[src/shared/general_timer_unit_pkg.sv]
/*
  Constants shared by the two-channel timer with input capture: register
  offsets, field positions, reset values and mode encodings.
  Assumes a 32-bit APB register bus with word-aligned registers.
*/
package general_timer_unit_pkg;

  // Byte address layout: one register block per channel.
  localparam int ADDR_W = 12;
  localparam int CHAN_STRIDE_BIT = 5;
  localparam int REG_INDEX_LSB = 2;
  localparam int REG_INDEX_W = 3;

  // Register offsets inside a channel block.
  localparam logic [4:0] OFS_CONTROL = 5'h00;
  localparam logic [4:0] OFS_COMPARE = 5'h04;
  localparam logic [4:0] OFS_COUNT = 5'h08;
  localparam logic [4:0] OFS_RISE_CAPTURE = 5'h0c;
  localparam logic [4:0] OFS_FALL_CAPTURE = 5'h10;
  localparam logic [4:0] OFS_EVENT_STATUS = 5'h14;
  localparam logic [4:0] OFS_EVENT_MASK = 5'h18;

  // Control register fields.
  localparam int CTRL_ENABLE_BIT = 0;
  localparam int CTRL_MODE_LSB = 1;
  localparam int CTRL_MODE_W = 2;
  localparam int CTRL_DIV_LSB = 4;
  localparam int CTRL_DIV_W = 4;

  // Operating modes held in the control mode field.
  localparam logic [1:0] MODE_AUTO_RELOAD = 2'h0;
  localparam logic [1:0] MODE_SINGLE_SHOT = 2'h1;
  localparam logic [1:0] MODE_CAPTURE = 2'h2;

  // Event bits, common to status and mask registers.
  localparam int EV_W = 3;
  localparam int EV_MATCH_BIT = 0;
  localparam int EV_RISE_BIT = 1;
  localparam int EV_FALL_BIT = 2;

  // Reset values.
  localparam logic [1:0] RESET_MODE = MODE_AUTO_RELOAD;
  localparam logic [3:0] RESET_DIV = 4'h0;
  localparam logic [15:0] RESET_COMPARE = 16'hffff;
  localparam logic [2:0] RESET_MASK = 3'h0;

  // Largest divider select: a divide ratio of two to this power.
  localparam logic [3:0] MAX_DIV_SELECT = 4'h8;

endpackage

[src/rtl/general_timer_unit.sv]
/*
  Two-channel general timer with prescaler, auto-reload, single-shot and
  input-capture modes, APB register slave and one interrupt per channel.
  Assumes an APB master on I_CLOCK and asynchronous capture input pins.
*/
// How it works
// - Two independent channels, each: 16-bit counter, 8-bit prescaler.
// - Prescaler divides the clock by a power of two from 1 to 256.
// - Counter advances by one per prescaled tick; software can read it.
// - Match, rise and fall events share one interrupt per channel.
// - Each event source has its own mask bit and its own acknowledge.
// - Each channel has its own registers and runs independently.
// - Modes are auto-reload, single-shot and input capture.
// - Enabling a timer mode clears the counter, then it counts up.
// - Auto-reload: on compare raise match, clear counter, count on.
// - Auto-reload repeats until software disables the channel.
// - Single-shot: on compare raise match, halt counter, clear enable.
// - Capture mode: rising input edge stores counter in rise register.
// - Capture mode: falling input edge stores counter in fall register.
`timescale 1ns/1ns
`default_nettype none

module general_timer_unit #(
  parameter int NUM_CHAN = 2,
  parameter int COUNT_W = 16,
  parameter int PSC_W = 8
) (
  input wire logic I_CLOCK,
  input wire logic I_RESET,
  input wire logic I_PSEL,
  input wire logic I_PENABLE,
  input wire logic I_PWRITE,
  input wire logic [general_timer_unit_pkg::ADDR_W-1:0] I_PADDR,
  input wire logic [31:0] I_PWDATA,
  input wire logic [NUM_CHAN-1:0] I_CAPTURE,
  output logic [31:0] O_PRDATA,
  output logic O_PREADY,
  output logic O_PSLVERR,
  output logic [NUM_CHAN-1:0] O_IRQ
);

  // The address decode serves exactly two channel blocks and the divider
  // select reaches two to the eighth, so other sizes are refused.
  if (NUM_CHAN != 2 || PSC_W != 8
      || COUNT_W < 1 || COUNT_W > 32) begin : g_check
    $error("general_timer_unit: unsupported parameter values");
  end

  // Local copy of the event width keeps the struct fields short.
  localparam int EV_W = general_timer_unit_pkg::EV_W;

  // Everything a channel keeps between clock edges.
  typedef struct packed {
    logic enable;
    logic [1:0] mode;
    logic [3:0] div_select;
    logic [COUNT_W-1:0] compare;
    logic [COUNT_W-1:0] count;
    logic [PSC_W-1:0] prescale;
    logic [COUNT_W-1:0] rise_capture;
    logic [COUNT_W-1:0] fall_capture;
    logic [EV_W-1:0] status;
    logic [EV_W-1:0] mask;
  } chan_t;

  // The whole module state, registered as one word.
  typedef struct packed {
    chan_t [NUM_CHAN-1:0] chan;
    logic [NUM_CHAN-1:0] cap_meta;
    logic [NUM_CHAN-1:0] cap_sync;
    logic [NUM_CHAN-1:0] cap_prev;
    logic [31:0] prdata;
    logic pready;
    logic pslverr;
    logic [NUM_CHAN-1:0] irq;
  } state_t;

  state_t state;
  state_t next_state;

  // Reset value of one channel.
  function automatic chan_t chan_reset();
    chan_t c;
    c = '0;
    c.mode = general_timer_unit_pkg::RESET_MODE;
    c.div_select = general_timer_unit_pkg::RESET_DIV;
    c.compare = COUNT_W'(general_timer_unit_pkg::RESET_COMPARE);
    c.mask = general_timer_unit_pkg::RESET_MASK;
    return c;
  endfunction

  // Decoded fields of the current APB request.
  logic sel_chan;
  logic [4:0] reg_ofs;
  logic addr_hit;
  logic access_done;

  // The channel is chosen by one address bit; the upper bits must be zero
  // and reserved offsets inside a block miss.
  always_comb begin
    sel_chan = I_PADDR[general_timer_unit_pkg::CHAN_STRIDE_BIT];
    reg_ofs = {I_PADDR[4:2], 2'h0};
    addr_hit = (I_PADDR[general_timer_unit_pkg::ADDR_W-1:6] == '0)
      && (I_PADDR[1:0] == 2'h0)
      && (reg_ofs <= general_timer_unit_pkg::OFS_EVENT_MASK);
    access_done = I_PSEL && I_PENABLE && state.pready;
  end

  // Read value of the addressed register, taken at the setup cycle.
  function automatic logic [31:0] read_reg(chan_t c, logic [4:0] ofs);
    logic [31:0] v;
    v = '0;
    case (ofs)
      general_timer_unit_pkg::OFS_CONTROL: begin
        v[general_timer_unit_pkg::CTRL_ENABLE_BIT] = c.enable;
        v[general_timer_unit_pkg::CTRL_MODE_LSB +: 2] = c.mode;
        v[general_timer_unit_pkg::CTRL_DIV_LSB +: 4] = c.div_select;
      end
      general_timer_unit_pkg::OFS_COMPARE: v[COUNT_W-1:0] = c.compare;
      general_timer_unit_pkg::OFS_COUNT: v[COUNT_W-1:0] = c.count;
      general_timer_unit_pkg::OFS_RISE_CAPTURE:
        v[COUNT_W-1:0] = c.rise_capture;
      general_timer_unit_pkg::OFS_FALL_CAPTURE:
        v[COUNT_W-1:0] = c.fall_capture;
      general_timer_unit_pkg::OFS_EVENT_STATUS: v[EV_W-1:0] = c.status;
      general_timer_unit_pkg::OFS_EVENT_MASK: v[EV_W-1:0] = c.mask;
      default: v = '0;
    endcase
    return v;
  endfunction

  // Next-state logic: bus slave, synchronisers and both channels.
  always_comb begin
    logic [PSC_W-1:0] div_mask;
    logic tick;
    logic wr;
    logic rd;
    logic rise;
    logic fall;
    logic [EV_W-1:0] ev;
    logic [EV_W-1:0] ack;
    logic [3:0] div_in;
    div_mask = '0;
    tick = 1'b0;
    wr = 1'b0;
    rd = 1'b0;
    rise = 1'b0;
    fall = 1'b0;
    ev = '0;
    ack = '0;
    div_in = '0;
    next_state = state;

    // Two flip-flops in series; only the second stage feeds edge detection.
    // The extra cycles of latency are the price of a safe capture path.
    next_state.cap_meta = I_CAPTURE;
    next_state.cap_sync = state.cap_meta;
    next_state.cap_prev = state.cap_sync;

    // No wait states: the answer is prepared at the setup edge, so the
    // access phase always completes on its first cycle.
    next_state.pready = 1'b0;
    next_state.pslverr = 1'b0;
    if (I_PSEL && !I_PENABLE && !state.pready) begin
      next_state.pready = 1'b1;
      next_state.pslverr = !addr_hit;
      next_state.prdata = addr_hit ? read_reg(state.chan[sel_chan], reg_ofs)
        : 32'h0000_0000;
    end

    for (int c = 0; c < NUM_CHAN; c++) begin
      // Side effects belong to the access edge only, never to setup.
      wr = access_done && I_PWRITE && addr_hit
        && (sel_chan == c[0]);
      rd = access_done && !I_PWRITE && addr_hit && (sel_chan == c[0]);
      ev = '0;
      ack = '0;

      // Prescaler: tick when the low select bits of the running count are
      // all ones, giving a divide by two to the power of the select.
      div_mask = ~({PSC_W{1'b1}} << state.chan[c].div_select);
      // A select of eight masks all bits, so one tick takes 256 cycles.
      tick = (state.chan[c].prescale & div_mask) == div_mask;
      if (state.chan[c].enable) begin
        next_state.chan[c].prescale = state.chan[c].prescale + 1'b1;
        if (tick) begin
          case (state.chan[c].mode)
            general_timer_unit_pkg::MODE_AUTO_RELOAD: begin
              if (state.chan[c].count == state.chan[c].compare) begin
                ev[general_timer_unit_pkg::EV_MATCH_BIT] = 1'b1;
                next_state.chan[c].count = '0;
              end else begin
                next_state.chan[c].count =
                  state.chan[c].count + 1'b1;
              end
            end
            // The count rests on the compare value after the shot.
            general_timer_unit_pkg::MODE_SINGLE_SHOT: begin
              if (state.chan[c].count == state.chan[c].compare) begin
                ev[general_timer_unit_pkg::EV_MATCH_BIT] = 1'b1;
                next_state.chan[c].enable = 1'b0;
              end else begin
                next_state.chan[c].count =
                  state.chan[c].count + 1'b1;
              end
            end
            general_timer_unit_pkg::MODE_CAPTURE: begin
              // Free-running time base; wraps at full scale.
              // Software must allow for one wrap when subtracting captures.
              next_state.chan[c].count = state.chan[c].count + 1'b1;
            end
            // Mode three is idle: the counter holds its value.
            default: next_state.chan[c].count = state.chan[c].count;
          endcase
        end
      end

      // Edges are taken from the synchronised level against its history.
      rise = state.cap_sync[c] && !state.cap_prev[c];
      fall = !state.cap_sync[c] && state.cap_prev[c];
      if (state.chan[c].enable
          && state.chan[c].mode == general_timer_unit_pkg::MODE_CAPTURE) begin
        if (rise) begin
          next_state.chan[c].rise_capture = state.chan[c].count;
          ev[general_timer_unit_pkg::EV_RISE_BIT] = 1'b1;
        end
        if (fall) begin
          next_state.chan[c].fall_capture = state.chan[c].count;
          ev[general_timer_unit_pkg::EV_FALL_BIT] = 1'b1;
        end
      end

      // Register writes. A software write lands after the hardware update,
      // so a disable issued in the same cycle as a match still wins.
      if (wr) begin
        case (reg_ofs)
          general_timer_unit_pkg::OFS_CONTROL: begin
            div_in = I_PWDATA[general_timer_unit_pkg::CTRL_DIV_LSB +: 4];
            next_state.chan[c].mode =
              I_PWDATA[general_timer_unit_pkg::CTRL_MODE_LSB +: 2];
            next_state.chan[c].div_select =
              (div_in > general_timer_unit_pkg::MAX_DIV_SELECT)
              ? general_timer_unit_pkg::MAX_DIV_SELECT : div_in;
            next_state.chan[c].enable =
              I_PWDATA[general_timer_unit_pkg::CTRL_ENABLE_BIT];
            if (I_PWDATA[general_timer_unit_pkg::CTRL_ENABLE_BIT]
                && !state.chan[c].enable) begin
              next_state.chan[c].count = '0;
              next_state.chan[c].prescale = '0;
            end
          end
          general_timer_unit_pkg::OFS_COMPARE:
            next_state.chan[c].compare = I_PWDATA[COUNT_W-1:0];
          general_timer_unit_pkg::OFS_EVENT_STATUS:
            ack = I_PWDATA[EV_W-1:0];
          general_timer_unit_pkg::OFS_EVENT_MASK:
            next_state.chan[c].mask = I_PWDATA[EV_W-1:0];
          default: ack = '0;
        endcase
      end

      // A status read acknowledges only the bits it returned, so an event
      // arriving between setup and completion is not lost.
      if (rd && reg_ofs == general_timer_unit_pkg::OFS_EVENT_STATUS) begin
        ack = state.prdata[EV_W-1:0];
      end

      // Sticky flags; a new event wins over a same-cycle acknowledge.
      next_state.chan[c].status =
        (state.chan[c].status & ~ack) | ev;
      // The pin follows the next flags, so it rises with the flag itself.
      next_state.irq[c] =
        |(next_state.chan[c].status & next_state.chan[c].mask);
    end
  end

  // Single state register with synchronous reset. Channel fields that
  // reset to non-zero values are overlaid after the blanket clear.
  always_ff @(posedge I_CLOCK) begin
    if (I_RESET) begin
      state <= '0;
      for (int c = 0; c < NUM_CHAN; c++) begin
        state.chan[c] <= chan_reset();
      end
    end else begin
      state <= next_state;
    end
  end

  // Every output is a flip-flop of the state word, so no bus or interrupt
  // pin ever shows a combinational glitch.
  assign O_PRDATA = state.prdata;
  assign O_PREADY = state.pready;
  assign O_PSLVERR = state.pslverr;
  assign O_IRQ = state.irq;

endmodule

`default_nettype wire

[config.mk]
export PLATFORM = sky130hd
export DESIGN_NAME = general_timer_unit
export DESIGN_NICKNAME = d
export VERILOG_FILES = /design/src/shared/general_timer_unit_pkg.sv /design/src/rtl/general_timer_unit.sv
export SDC_FILE = /design/constraint.sdc
export NUM_CORES = 1
export LEC_CHECK = 0
export BUFFER_PORTS_ARGS = -buffer_cell sky130_fd_sc_hd__buf_2
export CORE_MARGIN = 1
export CORE_UTILIZATION = 55
export CTS_BUF_LIST = sky130_fd_sc_hd__clkbuf_16
export DETAILED_ROUTE_END_ITERATION = 10
export GPL_TIMING_DRIVEN = 0
export PLACE_DENSITY = 0.74
export SLEW_MARGIN = 40
export SYNTH_ARGS = -nofsm -noshare
export SYNTH_HDL_FRONTEND = slang
export SYNTH_SLANG_ARGS = --single-unit
export TNS_END_PERCENT = 20
[constraint.sdc]
create_clock -name I_CLOCK -period 4.1 [get_ports I_CLOCK]
set_input_delay 0.82 -clock I_CLOCK [delete_from_list [all_inputs] [get_ports I_CLOCK]]
set_output_delay 0.82 -clock I_CLOCK [all_outputs]
set_load 0.1 [all_outputs]
Word level (Yosys, flattened, before mapping):

Cells that the tools add are included.
Widths: inputs -> output; s select.

* flip-flop bits (word level): 196
* bits of input ports: 51
* output and inout port bits: 36
* logic and storage cells: 176

* $add $sub $neg: 4
* order comparisons: 3
* equality and inequality tests: 14
* shifts and indexed selects: 2
* mux-type cells: 60
* bitwise logic cells: 14
* reductions and logical operators: 52

Operator list (count)
* $mux 85: 2
* $mux 16: 9
* $mux 24: 6
* $pmux 16 s3: 2
* $mux 47: 2
* $add 16x1->16 const B: 2
* $eq 16x16->1: 2
* $pmux 8 s4: 1
* $mux 3: 9
* $logic_and 1x1->1: 24
* $pmux 3 s7: 1
* $mux 1: 20
* $pmux 4 s5: 1
* $add 8x1->8 const B: 2
* $and 8x8->8: 2
* $eq 8x8->1: 2
* $not 8->8: 2
* $reduce_and 2->1: 8
* $shl 8x4->8 const A: 2
* $mux 7: 2
* $and 3x3->3: 4
* $logic_not 1->1: 10
* $eq 3x3->1 const B: 3
* $eq 3x2->1 const B: 2
* 17 further kinds: 29

Logic depth before layout (Yosys ltp):

Gate-level depths: netlist of run 1.

* depth in word-level cells: 12
* mapped depth: 11
* depth with buffers taken out: 10

Worst setup path after synthesis of run 1:

Ideal clock, no wire load.

* path kind: register to register
* start point: register state, in the netlist O_PREADY
* end point: register state[180] (netlist name)
* arrival time: 2.330 ns
* path slack: 1.651 ns
* cell stages (with the launch flop): 8
* buffers on the path: 1
* period minus slack after synthesis: 2.449 ns
* path through: dfxtp_1 and4_1 and4_1 buf_2 a21oi_4 o21ai_2 nor3b_1 a211o_1

* word-level cells in the longest chain between the ends: 5

Ends and longest elaborated chain
* from (decl): line general_timer_unit.sv:78 `state_t state;`
* from (signal assigned): line general_timer_unit.sv:286 `state <= next_state;`
* $logic_and 1x1->1: line general_timer_unit.sv:106 `access_done = I_PSEL && I_PENABLE && state.pready;`
* $logic_and 1x1->1 (2 in a row): line general_timer_unit.sv:173 `wr = access_done && I_PWRITE && addr_hit`
* $logic_and 1x1->1: line general_timer_unit.sv:174 `&& (sel_chan == c[0]);`
* $mux 47: line general_timer_unit.sv:235 `if (wr) begin`

Every way passes these cells.
A chain may end at the register's enable or synchronous reset.

Final worst setup path of run 1:

* start point: input port I_PADDR[2] (netlist name)
* end point: register state, in the netlist O_PRDATA[5]

* word-level cells in the longest chain between the ends: 3

Ends and longest elaborated chain
* from (decl): line general_timer_unit.sv:33 `input wire logic [general_timer_unit_pkg::ADDR_W-1:0] I_PADDR,`
* $le 5x5->1, or another cell as far along: line general_timer_unit.sv:105 `&& (reg_ofs <= general_timer_unit_pkg::OFS_EVENT_MASK);`
* $logic_and 1x1->1 / $pmux 4 s5 (equally long branches): line general_timer_unit.sv:105, general_timer_unit.sv:113
* $mux 16 *: line general_timer_unit.sv:167 `next_state.prdata = addr_hit ? read_reg(state.chan[sel_chan], reg_ofs)`

Every way passes the cells marked *; elsewhere a longest branch is shown, timed or not.

==> results of run 1 <==
==> path summary, 6_finish.rpt <==
path	startpoint	to	slack (ps)	depth (start not counted)
setup reg to reg	state[95]$_SDFF_PP0_	state[101]$_SDFF_PP0_	1610	8
setup / recovery	I_PADDR[2]	O_PRDATA[5]$_SDFFE_PP0P_	1170	8
hold / removal	next_state[39]$_SDFF_PP0_	next_state[37]$_SDFF_PP0_	440	1
hold reg to reg	next_state[39]$_SDFF_PP0_	next_state[37]$_SDFF_PP0_	440	1
==> power by group <==
part / internal, mW / total [mW] / switching (mW)
clock: 1.01 / 1.76 / 0.751
combinational: 0.0816 / 0.315 / 0.234
sequential: 1.91 / 1.91 / 0.00242
==> state kept, by name, indices dropped and copies added (netlist names) <==
register,cells
O_PREADY,1
O_PSLVERR,1
next_state,4
O_PRDATA,16
O_IRQ,2
state,172
==> cell type report <==
type                       count  area, um2  area share (%)
sequential                   196       3920            33.9
clock buffer                  17        425            3.68
buffer                       128        686            5.93
timing repair buffer          48        240            2.08
clock inverter                14        184            1.59
tap                          229        287            2.48
inverter                      21       78.8           0.682
multi-input combinational    844       5730            49.6
==> logic make-up (layout without fill, tap and decap cells) <==
logic type / count (synthesis) / after routing / share of synthesized area (%)
adder cells (fa/ha/maj): 6 / 6 / 0.726
XOR/XNOR: 46 / 46 / 3.90
AO/OA/AOI/OAI: 210 / 210 / 14.6
multiplexers: 151 / 151 / 14.8
buffers and inverters: 149 / 228 / 7.39
other: 1 / 16 / 0.0363
AND/OR/NAND/NOR: 415 / 415 / 20.6
flip-flops: 196 / 196 / 37.9
==> metrics by stage <==
| step | power [mW] | hold WS (ps) | cell area [um2] | instances |
|---|---|---|---|---|
| after floorplan | 2.18 | 414 | 10400 | 1189 |
| after global placement | 2.26 | 422 | 10900 | 1466 |
| after detailed placement | 2.26 | 429 | 10900 | 1466 |
| after CTS | 3.99 | 446 | 11500 | 1497 |
| after global routing | 4.08 | 466 | 11600 | 1497 |
| final | 3.99 | 439 | 11600 | 1497 |
==> critical path: stages <==
cell	delay (ps)
clkbuf_1	310
clkbuf_1	530
nor2_1	130
nand2_1	320
clkbuf_1	500
o22ai_1	120
o21ai_0	360
a21oi_1	110
==> metal layers <==
metal	vias up	track usage (%)	part of all wire, %
met5	-	0	0
met4	0	13.7	3.7
met3	75	7.84	9.4
met2	453	51.3	45
met1	4390	40.5	42
li1	4303	-	-
==> cells in the final DEF, fill, tap and decap left out, types with 14 or more instances in the layout <==
cell and count:
dfxtp_1 196, mux2i_1 146, nor2_1 135, nand2_1 105, buf_2 89, clkbuf_1 45
xor2_1 38, a21oi_1 38, buf_4 37, nand3_1 28, a221oi_1 23, o22ai_1 22
o21ai_0 21, inv_1 20, nor2b_1 18, nand3b_1 17, clkbuf_16 17, nand4_1 16
o21ai_1 16, conb_1 16, and3_1 14
==> summary.txt, run 1 <==
Status -> finished with violations
Failing checks -> design-rule violations
CTS clock-pin slew for the worst setup and hold paths -> 70 ps
Sequential cell area fraction in the yosys report -> 37.9%
Vias -> 9,221
Residual DRC count -> 4
Syn. warnings -> 0
CP Class -> input pin to flip-flop
Die area -> 0.0194 mm2
CP Launch Type -> input pin
Critical path arrival -> 3220 ps
Row cnt -> 49
Fillers -> 1,567
Top area cells in the synthesized netlist -> dfxtp_1, mux2i_1, nor2_1
Ys flop type -> dfxtp_1
P_leak -> 4.27 nW
Final core utilization -> 63.5%
Area leader, netlist -> dfxtp_1
First-pass GRT wire length -> 47,400 um
Mean routed wirelength per cell -> 20.4 um
Leading cell types by count after synthesis -> dfxtp_1, mux2i_1, nor2_1
Routed wire length -> 30,500 um
Initial antenna violation count -> 0
Postcts setup bufs -> 0
CTS Buffer Depth -> 2
Hold-fix buffers, CTS -> 0
Initial DRC count -> 869
Post-synth ARST share -> 0%
Top-area cell type share of the netlist area -> 37.9%
Post-CTS sizing -> 0
Std-Cell Core Area -> 0.0182 mm2
GR Overflow Total -> 0
Die span in y -> 139 um
Period utilisation layout -> 71.4%
1st-pass router iterations -> 10
Vias in the first global route -> 8,611
Fmax -> 342 MHz
Worst Setup Slack, final -> 1170 ps
Distinct cells, synth -> 88
Area delta synth->final -> 11.7%
Vias/cell -> 6.16
Peak supply drop -> 0.000295 V
Worst-margin pin slew -> 842 ps
CTS tree -> done
Nets -> 1,313
Synth Instances -> 1,174
Setup TNS Final -> 0 ps
Final HPWL DP -> 22,600 um
RSZ-0062 raised after global routing -> false
Final Setup Violations -> 0
Syn_area_per_cell -> 8.81 um2
Mapped Area -> 0.0103 mm2
Critical Path Sink Type -> flip-flop
Layout cells sized above 1 -> 15.3%
Slew headroom -> 43.8%
ANT nets after route -> 0
Clk Latency, worst-skew pair -> 440 ps
Max Slew Vio Count -> 0
CP max FO -> 10
Post-synth EDFFs -> 0
Die span in x -> 139 um
Count leader, synth -> dfxtp_1
Max-cap viol count -> 0
Final Skew -> 10.9 ps
Min cycle time layout -> 2930 ps
Hold WC Path Type -> flip-flop to flip-flop
Fin. Hold Viols -> 0
Port bufs -> 48
Largest net degree at the start of global routing -> 17
CTS Root Cell -> clkbuf_16
CTS Buf Count -> 17
Required time of the critical path -> 4390 ps
Synth Register Bits -> 196
Initial Utilization -> 56.8%
CTS H-tree lvls -> 4
Ports -> 87
Worst slack, placed -> 890 ps
PwrDens -> 345 mW/mm2
N_diodes -> 0
Global Route Usage Sum -> 31.8%
GP Congestion -> 0.965
CTS Sinks -> 196
No activity file was read; power rests on OpenSTA's default activity.
==> run 2, diff against run 1 <==
--- a/config.mk
+++ b/config.mk
@@ -5,6 +5,7 @@
 export SDC_FILE = /design/constraint.sdc
 export NUM_CORES = 1
 export LEC_CHECK = 0
+export ABC_AREA = 1
 export BUFFER_PORTS_ARGS = -buffer_cell sky130_fd_sc_hd__buf_2
 export CORE_MARGIN = 1
 export CORE_UTILIZATION = 55
==> constraint.sdc (replaced) <==
create_clock -name I_CLOCK -period 2.9 [get_ports I_CLOCK]
set_input_delay 0.58 -clock I_CLOCK [delete_from_list [all_inputs] [get_ports I_CLOCK]]
set_output_delay 0.58 -clock I_CLOCK [all_outputs]
set_load 0.1 [all_outputs]
==> run 2 against run 1 <==
Compared with the run above:
- the flow now finishes without violations
- flip-flop and latch count unchanged
- first-iteration DRC count up 32%
- combinational power up 25%
- synthesized area down 0.22%
- via count up 14%
- worst setup slack worse by 660 ps
- power up 38%
- critical path type is now flip-flop to flip-flop
==> summary.txt, run 2 <==
Post-synth ARST share -> 0% (unchanged)
CP max FO -> 9 (was 10)
P_leak -> 4.84 nW (was 4.27 nW)
Min cycle time layout -> 2390 ps
Sw Ratio -> 28.1% (was 24.7%)
Critical path arrival -> 2750 ps (was 3220 ps)
CP Class -> flip-flop to flip-flop (was input pin to flip-flop)
Number of flip-flops under the largest register name -> 172 (unchanged)
Cell-internal power -> 3.95 mW (was 3.01 mW)
Met1 Usage GRT -> 50.7% (was 40.5%)
Critical path's slowest cell -> dfxtp_1 (was clkbuf_1)
First-pass GRT wire length -> 53,500 um (was 47,400 um)
Syn. warnings -> 0 (unchanged)
Most frequent cells in the layout -> nand2_1, dfxtp_1, a21oi_1 (was dfxtp_1, mux2i_1, nor2_1)
Critical Path Sink Type -> flip-flop (unchanged)
CP Launch Type -> flip-flop (was input pin)
Fillers -> 1,715 (was 1,567)
Initial Utilization -> 56.9% (was 56.8%)
Fin. Hold Viols -> 0 (unchanged)
Initial antenna violation count -> 0 (unchanged)
Vias -> 10,522 (was 9,221)
Layout cells sized above 1 -> 14.1% (was 15.3%)
Die span in y -> 139 um (about the same)
Global Route Usage Sum -> 36.7% (was 31.8%)
Area leader, netlist -> dfxtp_1 (unchanged)
Synth Instances -> 1,495 (was 1,174)
Routed wire length -> 35,200 um (was 30,500 um)
Clock share of power -> 43.8% (was 44.2%)
Top area cells in the synthesized netlist -> dfxtp_1, nand2_1, a21oi_1 (was dfxtp_1, mux2i_1, nor2_1)
RSZ-0062 raised after global routing -> false (unchanged)
CTS Sinks -> 196 (unchanged)
Mapped Area -> 0.0103 mm2 (about the same)
Vias in the first global route -> 9,263 (was 8,611)
Met3 Track Usage GR -> 6.22% (was 7.84%)
Vias/cell -> 5.77 (was 6.16)
Max Slew Vio Count -> 0 (unchanged)
Placed Cells -> 1,790 (was 1,466)
Row cnt -> 49 (unchanged)
Peak supply drop -> 0.000420 V (was 0.000295 V)
Die area -> 0.0193 mm2 (was 0.0194 mm2)
CTS H-tree lvls -> 4 (unchanged)
Fmax -> 419 MHz
1st-pass router iterations -> 8 (was 10)
Final Skew -> 11.4 ps (was 10.9 ps)
Std-Cell Core Area -> 0.0181 mm2 (was 0.0182 mm2)
GR Overflow Total -> 0 (unchanged)
Slew headroom -> 34.7% (was 43.8%)
Sequential Power Share -> 49.1% (was 47.9%)
Top-area cell type share of the netlist area -> 38.0% (was 37.9%)
Syn_area_per_cell -> 6.90 um2 (was 8.81 um2)
Post-synth EDFFs -> 0 (unchanged)
CTS tree -> done (unchanged)
Commonest non-fill, non-tap cell in the layout -> nand2_1 (was dfxtp_1)
Initial DRC count -> 1,149 (was 869)
Synth Register Bits -> 196 (unchanged)
Required time of the critical path -> 3260 ps (was 4390 ps)
GRT met2 Usage -> 52.8% (was 51.3%)
Largest net degree at the start of global routing -> 22 (was 17)
Combinational share of power -> 7.2% (was 7.9%)
Count leader, synth -> nand2_1 (was dfxtp_1)
PwrDens -> 476 mW/mm2 (was 345 mW/mm2)
Final Non-Filler Cells -> 1,822 (was 1,497)
Distinct cells, synth -> 46 (was 88)
Final Setup Violations -> 0 (unchanged)
P_sw -> 1.55 mW (was 0.987 mW)
CTS Buf Count -> 17 (unchanged)
Ys flop type -> dfxtp_1 (unchanged)
CTS Root Cell -> clkbuf_16 (unchanged)
Final HPWL DP -> 26,800 um (was 22,600 um)
Setup TNS Final -> 0 ps (unchanged)
Die span in x -> 139 um (about the same)
Worst-margin pin slew -> 979 ps (was 842 ps)
Top Usage Layer GRT -> met2 (unchanged)
Max-cap viol count -> 0 (unchanged)
Period utilisation layout -> 82.3%
Status -> complete, no violations (was finished with violations)
CTS Buffer Depth -> 2 (unchanged)
CP most frequent cell -> nand2_1 (was clkbuf_1)
Clk Latency, worst-skew pair -> 450 ps (was 440 ps)
CP Cell Sequence -> inv_2, nand2_1, nand2_1, nor2_1, nand2_1, nor2_2, nand2_1, ha_1, a21oi_1, o21ai_0, o21ai_0, nor2_1, a211oi_1 (was clkbuf_1, clkbuf_1, nor2_1, nand2_1, clkbuf_1, o22ai_1, o21ai_0, a21oi_1)
Leading cell types by count after synthesis -> nand2_1, dfxtp_1, a21oi_1 (was dfxtp_1, mux2i_1, nor2_1)
CTS clock-pin slew for the worst setup and hold paths -> 80 ps (was 70 ps)
N_diodes -> 0 (unchanged)
ANT nets after route -> 0 (unchanged)
Hold-fix buffers, CTS -> 0 (unchanged)
CP max stage delay -> 550 ps (was 530 ps)
Most flops, register -> state (unchanged)
Ports -> 87 (unchanged)
Mean routed wirelength per cell -> 19.3 um (was 20.4 um)
Port bufs -> 51 (was 48)
GP Congestion -> 0.985 (was 0.965)
Residual DRC count -> 0 (was 4)
Nets -> 1,637 (was 1,313)
Postcts setup bufs -> 0 (unchanged)
Post-CTS sizing -> 0 (unchanged)
Sequential cell area fraction in the yosys report -> 38.0% (was 37.9%)
Area delta synth->final -> 11.7% (about the same)
Hold WC Path Type -> input pin to flip-flop (was flip-flop to flip-flop)
==> run 2: logic make-up after synthesis <==
logic type,Yosys count,synth area share [%]
AO/OA/AOI/OAI,377,19.4
adder cells (fa/ha/maj),6,0.727
multiplexers,1,0.0970
buffers and inverters,247,11.2
AND/OR/NAND/NOR,631,27.5
XOR/XNOR,36,3.05
flip-flops,196,38.0
other,1,0.0363
==> run 2: metrics by stage <==
step	cell area [um2]	hold slack [ps]	total power, mW	worst slack (ps)	util [%]
6_report	11500	330	5.49	512	63.5
5_1_grt	11500	328	5.63	336	63.5
4_1_cts	11500	321	5.50	585	63.5
3_5_place_dp	10900	398	3.14	422	60.2
3_3_place_gp	10900	391	3.14	398	60.2
2_1_floorplan	10400	388	3.02	611	-
==> run 2: layout make-up <==
| type | instances | area [um2] | share of cell area (%) |
|---|---|---|---|
| timing repair buffer | 51 | 255 | 2.21 |
| buffer | 105 | 613 | 5.32 |
| clock inverter | 15 | 185 | 1.61 |
| clock buffer | 17 | 425 | 3.69 |
| inverter | 142 | 538 | 4.67 |
| tap | 229 | 287 | 2.49 |
| multi-input combinational | 1067 | 5300 | 46.0 |
| sequential | 196 | 3920 | 34.0 |
==> run 2: critical path, delay by kind of cell, from the launching register on <==
family                   cells  cell delay, ps
buffers and inverters        1             200
flip-flops                   1             550
AND/OR/NAND/NOR              7             760
AO/OA/AOI/OAI                4             510
adder cells (fa/ha/maj)      1             290
==> run 2: path summary, 6_finish.rpt <==
kind / from / endpoint / slack [ps] / cells after the start
max: state[179]$_SDFF_PP0_ / state[173]$_SDFF_PP0_ / 510 / 13
min: I_CAPTURE[0] / next_state[38]$_SDFF_PP0_ / 330 / 3
max reg2reg: state[179]$_SDFF_PP0_ / state[173]$_SDFF_PP0_ / 510 / 13
min reg2reg: next_state[38]$_SDFF_PP0_ / next_state[36]$_SDFF_PP0_ / 410 / 2
==> run 2: power by group through the flow <==
stage                     clock network, mW  registers (mW)  logic [mW]
final                                  2.40            2.69       0.393
after global routing                   2.52            2.69       0.410
after CTS                              2.42            2.69       0.382
after detailed placement                  0            2.76       0.381
after global placement                    0            2.76       0.381
after floorplan                           0            2.77       0.257
==> run 2: metal layers <==
| layer | vias up | share of wire [%] |
|---|---|---|
| met5 | - | 0 |
| met4 | 0 | 6.1 |
| met3 | 101 | 9.8 |
| met2 | 568 | 42 |
| met1 | 4817 | 43 |
| li1 | 5036 | - |
